===== src/rtl/scwi_pkg.sv =====
package scwi_pkg;
	localparam int CMD_W = 8;
	localparam int DATA_W = 32;
	localparam int CNT_W = 6;
	localparam int SYNC_W = 4;
	localparam int SYNC_SCLK = 0;
	localparam int SYNC_SDI = 1;
	localparam int SYNC_CS_N = 2;
	localparam int SYNC_DRDY_N = 3;
	localparam logic [CMD_W-1:0] CMD_RESET = 8'h00;
	localparam logic [CMD_W-1:0] CMD_CONT_ENTER = 8'h5c;
	localparam logic [CMD_W-1:0] CMD_CONT_EXIT = 8'h58;
	localparam logic [2:0] SEL_COMMAND = 3'h0;
	localparam logic [CNT_W-1:0] CMD_LAST_BIT = 6'h07;
	localparam logic [CNT_W-1:0] RESET_ONES = 6'h20;
	localparam logic [2:0] BYTE_LAST = 3'h7;
	localparam logic [CNT_W-1:0] CNT_ONE = 6'h01;
	localparam logic [DATA_W-1:0] DATA_ZERO = 32'h0000_0000;

	typedef struct packed {
		logic write_gate;
		logic dir_read;
		logic target_select_bit2;
		logic target_select_bit1;
		logic target_select_bit0;
		logic continuous_fetch_bit;
		logic [1:0] fixed_zero;
	} scwi_cmd_t;

	typedef struct packed {
		logic read;
		logic [2:0] select;
	} scwi_access_t;

	typedef enum logic [1:0] {ST_COMMAND, ST_WRITE, ST_READ, ST_CONT} scwi_state_t;
endpackage


===== src/rtl/scwi_sync.sv =====
`timescale 1ns/10ps
// Two-flop synchroniser for pins arriving from outside the CLK domain.
module scwi_sync (
	input wire logic CLK,
	input wire logic RESET,
	input wire logic CE,
	input wire logic [scwi_pkg::SYNC_W-1:0] ASYNC_IN,
	input wire logic [scwi_pkg::SYNC_W-1:0] RESET_LEVEL,
	output logic [scwi_pkg::SYNC_W-1:0] SYNC_OUT
);
	import scwi_pkg::*;

	logic [SYNC_W-1:0] stage1;
	genvar g;
	generate
		for (g = 0; g < SYNC_W; g++) begin : g_bit
			always_ff @(posedge CLK) begin
				if (RESET) begin
					stage1[g] <= 1'b0;
					SYNC_OUT[g] <= 1'b0;
				end else if (CE) begin
					stage1[g] <= ASYNC_IN[g] ^ RESET_LEVEL[g];
					SYNC_OUT[g] <= stage1[g];
				end
			end
		end
	endgenerate
endmodule


===== src/rtl/scwi_top.sv =====
`timescale 1ns/10ps
// How it works
// - Command word is an 8-bit register written only from the serial input.
// - Every transaction opens with a command byte; first byte from idle is that byte.
// - Stored command word picks read or write and the target register.
// - After one access completes, the interface goes back to awaiting a command, except in continuous read.
// - Power-up and every reset leave the interface awaiting a command.
// - Thirty-two consecutive ones on the serial input reset the whole part except the write shift register.
// - Command bits arrive most significant first, bit 7 leading.
// - Bits: 7 write gate, 6 direction, 5-3 select, 2 continuous read, 1-0 zero.
// - All command word bits reset to zero.
// - Select zero with a write addresses the command word itself.
// - A one in the write gate position holds the bit position until a zero.
// - Direction zero means write, direction one means read.
// - Continuous read entered by 01011100, left by 01011000 while data-ready is low.
// - Output data changes on the falling serial clock edge while chip select is low.
module scwi_top (
	input wire logic CLK,
	input wire logic RESET,
	input wire logic CE,
	input wire logic SCLK,
	input wire logic SDI,
	input wire logic CS_N,
	input wire logic DRDY_N,
	input wire logic [scwi_pkg::CNT_W-1:0] ACCESS_BITS,
	input wire logic [scwi_pkg::DATA_W-1:0] RD_DATA,
	output logic DOUT,
	output logic DOUT_OE,
	output logic ACCESS_REQ,
	output scwi_pkg::scwi_access_t ACCESS,
	output logic [scwi_pkg::DATA_W-1:0] WR_DATA,
	output logic WR_STROBE,
	output scwi_pkg::scwi_cmd_t CMD_WORD,
	output logic CONT_READ,
	output logic PART_RESET
);
	import scwi_pkg::*;

	// SCLK, CS_N and DRDY_N idle high, so they are inverted through the synchroniser.
	// Its low reset value then matches the idle pins, and no false edge follows reset.
	localparam logic [SYNC_W-1:0] SYNC_INVERT = 4'hd;

	logic [SYNC_W-1:0] sync;
	logic sclk_s, sclk_q, sdi_s, cs_n_s, drdy_n_s, drdy_n_q;
	logic rise, fall, drdy_fall;
	scwi_state_t state, next_state;
	logic [CMD_W-1:0] cmd_shift, next_cmd_shift;
	logic [CNT_W-1:0] bit_cnt, next_bit_cnt, ones_cnt, next_ones_cnt;
	logic [DATA_W-1:0] wr_shift, next_wr_shift, rd_shift, next_rd_shift;
	logic load_pending, next_load_pending;
	logic next_dout, next_dout_oe, next_access_req, next_wr_strobe;
	logic next_cont_read, next_part_reset;
	logic [DATA_W-1:0] next_wr_data;
	scwi_access_t next_access;
	scwi_cmd_t next_cmd_word;
	logic [CMD_W-1:0] byte_in;
	logic last_bit;

	function automatic logic [2:0] sel_of(input scwi_cmd_t c);
		sel_of = {c.target_select_bit2, c.target_select_bit1, c.target_select_bit0};
	endfunction

	function automatic logic is_self_write(input scwi_cmd_t c);
		is_self_write = !c.dir_read && sel_of(c) == SEL_COMMAND;
	endfunction

	scwi_sync u_sync (
		.CLK(CLK),
		.RESET(RESET),
		.CE(CE),
		.ASYNC_IN({DRDY_N, CS_N, SDI, SCLK}),
		.RESET_LEVEL(SYNC_INVERT),
		.SYNC_OUT(sync)
	);

	assign sclk_s = !sync[SYNC_SCLK];
	assign sdi_s = sync[SYNC_SDI];
	assign cs_n_s = !sync[SYNC_CS_N];
	assign drdy_n_s = !sync[SYNC_DRDY_N];
	assign rise = !cs_n_s && sclk_s && !sclk_q;
	assign fall = !cs_n_s && !sclk_s && sclk_q;
	assign drdy_fall = !drdy_n_s && drdy_n_q;
	assign byte_in = {cmd_shift[CMD_W-2:0], sdi_s};
	assign last_bit = (bit_cnt + CNT_ONE) == ACCESS_BITS;

	always_comb begin
		next_state = state;
		next_cmd_shift = cmd_shift;
		next_bit_cnt = bit_cnt;
		next_ones_cnt = ones_cnt;
		next_wr_shift = wr_shift;
		next_rd_shift = rd_shift;
		next_load_pending = 1'b0;
		next_dout = DOUT;
		next_dout_oe = !cs_n_s;
		next_access_req = 1'b0;
		next_access = ACCESS;
		next_wr_data = WR_DATA;
		next_wr_strobe = 1'b0;
		next_cmd_word = CMD_WORD;
		next_cont_read = CONT_READ;
		next_part_reset = 1'b0;

		// Read data from the outer register is taken one cycle after the request,
		// left-aligned so the first bit shifted out is its most significant one.
		if (load_pending) begin
			next_rd_shift = RD_DATA << (CNT_W'(DATA_W) - ACCESS_BITS);
		end

		if (fall && (state == ST_READ || state == ST_CONT)) begin
			next_dout = rd_shift[DATA_W-1];
			next_rd_shift = {rd_shift[DATA_W-2:0], 1'b0};
		end

		if (state == ST_CONT && drdy_fall) begin
			next_access_req = 1'b1;
			next_load_pending = 1'b1;
			next_bit_cnt = '0;
		end

		if (rise) begin
			next_ones_cnt = sdi_s ? ones_cnt + CNT_ONE : '0;
			unique case (state)
				ST_COMMAND: begin
					if (bit_cnt == '0 && sdi_s) begin
						next_bit_cnt = '0;
					end else if (bit_cnt == CMD_LAST_BIT) begin
						next_bit_cnt = '0;
						next_cmd_word = scwi_cmd_t'(byte_in);
						next_access = '{read: byte_in[CMD_W-2], select: sel_of(scwi_cmd_t'(byte_in))};
						if (is_self_write(scwi_cmd_t'(byte_in))) begin
							next_state = ST_COMMAND;
						end else if (byte_in == CMD_CONT_ENTER) begin
							next_state = ST_CONT;
							next_cont_read = 1'b1;
						end else begin
							next_access_req = 1'b1;
							next_wr_shift = DATA_ZERO;
							next_load_pending = byte_in[CMD_W-2];
							next_state = byte_in[CMD_W-2] ? ST_READ : ST_WRITE;
						end
					end else begin
						next_cmd_shift = byte_in;
						next_bit_cnt = bit_cnt + CNT_ONE;
					end
				end
				ST_WRITE: begin
					next_wr_shift = {wr_shift[DATA_W-2:0], sdi_s};
					next_bit_cnt = bit_cnt + CNT_ONE;
					if (last_bit) begin
						next_wr_data = {wr_shift[DATA_W-2:0], sdi_s};
						next_wr_strobe = 1'b1;
						next_bit_cnt = '0;
						next_state = ST_COMMAND;
					end
				end
				ST_READ: begin
					next_bit_cnt = bit_cnt + CNT_ONE;
					if (last_bit) begin
						next_bit_cnt = '0;
						next_state = ST_COMMAND;
					end
				end
				ST_CONT: begin
					// The input line is watched for the exit byte while data streams out.
					next_cmd_shift = byte_in;
					next_bit_cnt = last_bit ? '0 : bit_cnt + CNT_ONE;
					if (bit_cnt[2:0] == BYTE_LAST && byte_in == CMD_CONT_EXIT && !drdy_n_s) begin
						next_state = ST_COMMAND;
						next_cont_read = 1'b0;
						next_bit_cnt = '0;
						next_cmd_word = scwi_cmd_t'(byte_in);
					end
				end
			endcase
			if (sdi_s && ones_cnt == RESET_ONES - CNT_ONE) begin
				// Whole-part reset: state returns to power-up values, except the write shift register, which is not cleared.
				next_part_reset = 1'b1;
				next_state = ST_COMMAND;
				next_cmd_word = scwi_cmd_t'(CMD_RESET);
				next_cmd_shift = CMD_RESET;
				next_bit_cnt = '0;
				next_ones_cnt = '0;
				next_cont_read = 1'b0;
				next_access_req = 1'b0;
				next_wr_strobe = 1'b0;
				next_load_pending = 1'b0;
				next_access = '0;
				next_wr_data = DATA_ZERO;
				next_rd_shift = DATA_ZERO;
				next_dout = 1'b0;
			end
		end
	end

	always_ff @(posedge CLK) begin
		if (RESET) begin
			state <= ST_COMMAND;
			cmd_shift <= CMD_RESET;
			bit_cnt <= '0;
			ones_cnt <= '0;
			wr_shift <= DATA_ZERO;
			rd_shift <= DATA_ZERO;
			load_pending <= 1'b0;
			sclk_q <= 1'b1;
			drdy_n_q <= 1'b1;
			DOUT <= 1'b0;
			DOUT_OE <= 1'b0;
			ACCESS_REQ <= 1'b0;
			ACCESS <= '0;
			WR_DATA <= DATA_ZERO;
			WR_STROBE <= 1'b0;
			CMD_WORD <= scwi_cmd_t'(CMD_RESET);
			CONT_READ <= 1'b0;
			PART_RESET <= 1'b0;
		end else if (CE) begin
			state <= next_state;
			cmd_shift <= next_cmd_shift;
			bit_cnt <= next_bit_cnt;
			ones_cnt <= next_ones_cnt;
			wr_shift <= next_wr_shift;
			rd_shift <= next_rd_shift;
			load_pending <= next_load_pending;
			sclk_q <= sclk_s;
			drdy_n_q <= drdy_n_s;
			DOUT <= next_dout;
			DOUT_OE <= next_dout_oe;
			ACCESS_REQ <= next_access_req;
			ACCESS <= next_access;
			WR_DATA <= next_wr_data;
			WR_STROBE <= next_wr_strobe;
			CMD_WORD <= next_cmd_word;
			CONT_READ <= next_cont_read;
			PART_RESET <= next_part_reset;
		end
	end
endmodule


===== config.mk =====
export PLATFORM = sky130hd
export DESIGN_NAME = scwi_top
export DESIGN_NICKNAME = d
export VERILOG_FILES = /design/src/rtl/scwi_pkg.sv /design/src/rtl/scwi_sync.sv /design/src/rtl/scwi_top.sv
export SDC_FILE = /design/constraint.sdc
export NUM_CORES = 1
export LEC_CHECK = 0
export BUFFER_PORTS_ARGS = -buffer_cell sky130_fd_sc_hd__buf_2
export CORE_MARGIN = 1.5
export CORE_UTILIZATION = 37
export CTS_CLUSTER_DIAMETER = 200
export CTS_CLUSTER_SIZE = 14
export DETAILED_ROUTE_END_ITERATION = 8
export GPL_ROUTABILITY_DRIVEN = 1
export PLACE_DENSITY = 0.57
export SYNTH_ARGS = -nofsm -noshare
export SYNTH_HDL_FRONTEND = slang
export SYNTH_SLANG_ARGS = --single-unit

===== constraint.sdc =====
create_clock -name CLK -period 5.5 [get_ports CLK]
set_clock_uncertainty 0.2 [all_clocks]
set_input_delay 0.275 -clock CLK [delete_from_list [all_inputs] [get_ports CLK]]
set_output_delay 0.275 -clock CLK [all_outputs]
set_load 0.01 [all_outputs]

==> flow_summary_export.csv <==
group,metric,value,unit
floorplanning,boundaryPins,95,
sta,worst_slew_pin_slew,1150,ps
finish,final_cells,1335,
drt,avgViaCountPerCell,5.73,
setup_path,r2r_setup_slack,2190,ps
sta,fmax,302,MHz
global_route,grt_max_degree,87,
drt,finalWirelength,22500,microns
power,worst_ir_drop_vdd,0.198,mV
finish,final_util,43.4,%
sta,slew_violations,0,
drt,drt.antenna.violating_nets,0,
clocking,cts_root_buf,"clkbuf_16",
synthesis,yosys-top-cells-count,"nand2_1, dfxtp_1, a21oi_1",
sta,hold_viol,0,
finish,syn2layout_area_growth,14.1,%
clocking,clk_pin_slew,70,ps
global_route,grt_pass1_vias,7043,
floorplanning,initial_utilization,38.0,%
floorplanning,dieHeight,153,microns
worst_hold_path,hold_class,"in2reg",
sta,min_period,3310,ps
drt,drt_pass1_iterations,5,
clocking,cts_max_level,4,
setup_path,cp_num_buf_inv,1,
drt,dr.first_iter.drc_count,580,
clocking,clk_latency,420,ps
setup_path,r2r-end,"wr_shift[22]",
synthesis,yosysMostFrequentCell,"nand2_1",
drt,drcViolationCount,0,
sta,tns,0,ps
run,cap_violations,0,
placed_design,place_ws,2060,ps
drt,route.vias.total,7655,
synthesis,synth_cell_types,73,
worst_hold_path,hold_end,"WR_STROBE",
synthesis,synthTopCellsByArea,"dfxtp_1, mux4_2, nand2_1",
power,p_per_area,266,nW/um^2
synthesis,synth_top_area_share,34.7,%
sta,worst_slack,2190,ps
setup_path,critPathMaxFanout,31,
setup_path,crit_type,"reg2reg",
synthesis,synth_warnings,0,
setup_path,crit_cells,8,
synthesis,seq_area_frac_synth,34.7,%
floorplanning,dieArea,23500,sq um
setup_path,crit_slowest_cell,"a21oi_4",
finish,nNetsFinal,1097,
sta,relSlewSlack,23.0,%
global_route,antenna_found_initial,0,
synthesis,syn_avg_cell_area,8.40,sq um
clocking,cts_buffer_depth,2,
clocking,cts_buffers,17,
worst_hold_path,whs_path_depth,2,
setup_path,cpPeakStageDelay,760,ps
global_route,grt_usage,19.4,%
sta,rsz0062_at_grt,"false",
clocking,post_cts_buffers,0,
synthesis,synth-edff-count,0,
placed_design,io_buffers,94,
worst_hold_path,hp-start,"RESET",
synthesis,syn_nets,1051,
placed_design,finalWeightedCongestion,0.836,
drt,post_drt_wl_per_cell,16.8,microns
clocking,cts_tree,"built",
synthesis,synth-seq-cells,145,
clocking,clock_sinks,145,
setup_path,cp-start-kind,"register",
setup_path,path_cells,"inv_1 > ha_1 > or4b_4 > a311oi_2 > o41ai_1 > a21oi_4 > nand3_1 > a21oi_1",
sta,finalSetupViolCount,0,
power,leakage,3.48,nW
synthesis,yosysTopAreaCell,"dfxtp_1",
synthesis,synth_cells,996,
global_route,grt_pass1_wl,37600,microns
global_route,grt_overflow,0,
setup_path,crit_required,5640,ps
setup_path,r2r_start,"state[0]",
clocking,ctsResizeCount,0,
synthesis,synth_ff_type,"dfxtp_1",
finish,drive_gt1_share,18.5,%
setup_path,worstPathArrival,3450,ps
synthesis,syn_area,8370,sq um
finish,antenna_cells,0,
sta,fin_crit_sh,60.2,%
floorplanning,die_x,153,microns
synthesis,async_reset_ff_share,0,%
placed_design,post-dp-hpwl,15000,microns
setup_path,critPathTopFamily,"compound AO/OA/AOI/OAI gates",
floorplanning,core-area,22000,sq um
setup_path,end_kind,"register",
setup_path,ff2ff_path_depth,8,
run_status,status,"completed",
placed_design,dpl.cell_count,1299,
floorplanning,row_count,54,
[cell families (layout without fill, tap and decap cells)]
group	Yosys count	in the layout	synth area share, %
AO/OA/AOI/OAI	300	300	23.4
XOR/XNOR	16	16	1.99
adder cells (fa/ha/maj)	10	10	1.50
buffers and inverters	95	154	5.17
flip-flops	145	145	34.7
multiplexers	73	73	13.6
AND/OR/NAND/NOR	357	357	19.6
[report_power, final]
part	leakage (nW)	switching [W]	internal, W
combinational	2.02	0.000180	0.000124
sequential	1.17	0.00000417	0.00105
clock	0.295	0.000518	0.000662
total	3.48	0.000702	0.00184
[cells in the final DEF, fill, tap and decap left out, drive strengths merged, types with 4 or more instances in the layout]
master | Yosys | routed
nand2 | 159 | 159
dfxtp | 145 | 145
a21oi | 118 | 118
buf | 35 | 107
nor2 | 73 | 73
o21ai | 51 | 51
nand3 | 50 | 50
a311oi | 36 | 36
mux2i | 34 | 34
mux4 | 32 | 32
inv | 11 | 19
clkbuf | 49 | 18
a211oi | 17 | 17
nand2b | 14 | 14
nor3 | 14 | 14
a221oi | 12 | 12
ha | 10 | 10
and2 | 9 | 9
o211ai | 9 | 9
and3 | 9 | 9
xnor2 | 8 | 8
xor2 | 8 | 8
mux2 | 7 | 7
a31oi | 6 | 6
o311a | 6 | 6
a211o | 5 | 5
a22oi | 5 | 5
a32oi | 5 | 5
or3 | 4 | 4
a21o | 4 | 4
nand3b | 4 | 4
dlygate4sd3 | 0 | 4
or2 | 4 | 4
clkinv | 0 | 4
[timing repair]
action,4_1_cts,5_1_grt
hold buffers,4,0
hold endpoints to repair,4,0
setup endpoints to repair,0,0
[layer usage]
metal / vias to the layer above / GRT usage [%] / wire length, microns
li1: 3775 / - / -
met1: 3664 / 26.7 / 10600
met2: 187 / 30.5 / 10500
met3: 29 / 3.37 / 929
met4: 0 / 7.26 / 504
met5: - / 0 / 0
[final cells by class]
class,count,area (sq um)
multi-input cells,756,5040
flip-flops and latches,145,2900
clock buffers,18,439
inverters,11,41.3
clock inverters,14,168
fillers,2198,12500
repair buffers,111,611
well taps,280,350
[state kept, by name, indices dropped and copies added, names as in the netlist, 2 cells and up]
register         cells
u_sync.SYNC_OUT      4
CMD_WORD             8
u_sync.stage1        4
ACCESS               4
ones_cnt             6
wr_shift            31
state                2
WR_DATA             32
rd_shift            32
cmd_shift            7
bit_cnt              6
[through the flow]
step / instance area (sq um) / hold WS [ps] / power, W
6_report: 9550 / 142 / 0.00254
5_1_grt: 9550 / 161 / 0.00264
4_1_cts: 9550 / 121 / 0.00257
3_5_place_dp: 8900 / 239 / 0.00138
3_3_place_gp: 8900 / 230 / 0.00138
2_1_floorplan: 8370 / 174 / 0.00130
[worst max path at each step]
stage | from | end
2_1_floorplan | ACCESS_BITS[0] | rd_shift[22]
3_3_place_gp | ACCESS_BITS[1] | rd_shift[23]
3_5_place_dp | CE | WR_DATA[27]
4_1_cts | bit_cnt[0] | WR_DATA[27]
5_1_grt | bit_cnt[0] | WR_DATA[16]
6_report | state[0] | wr_shift[22]
Power figures use the tool's default switching activity.
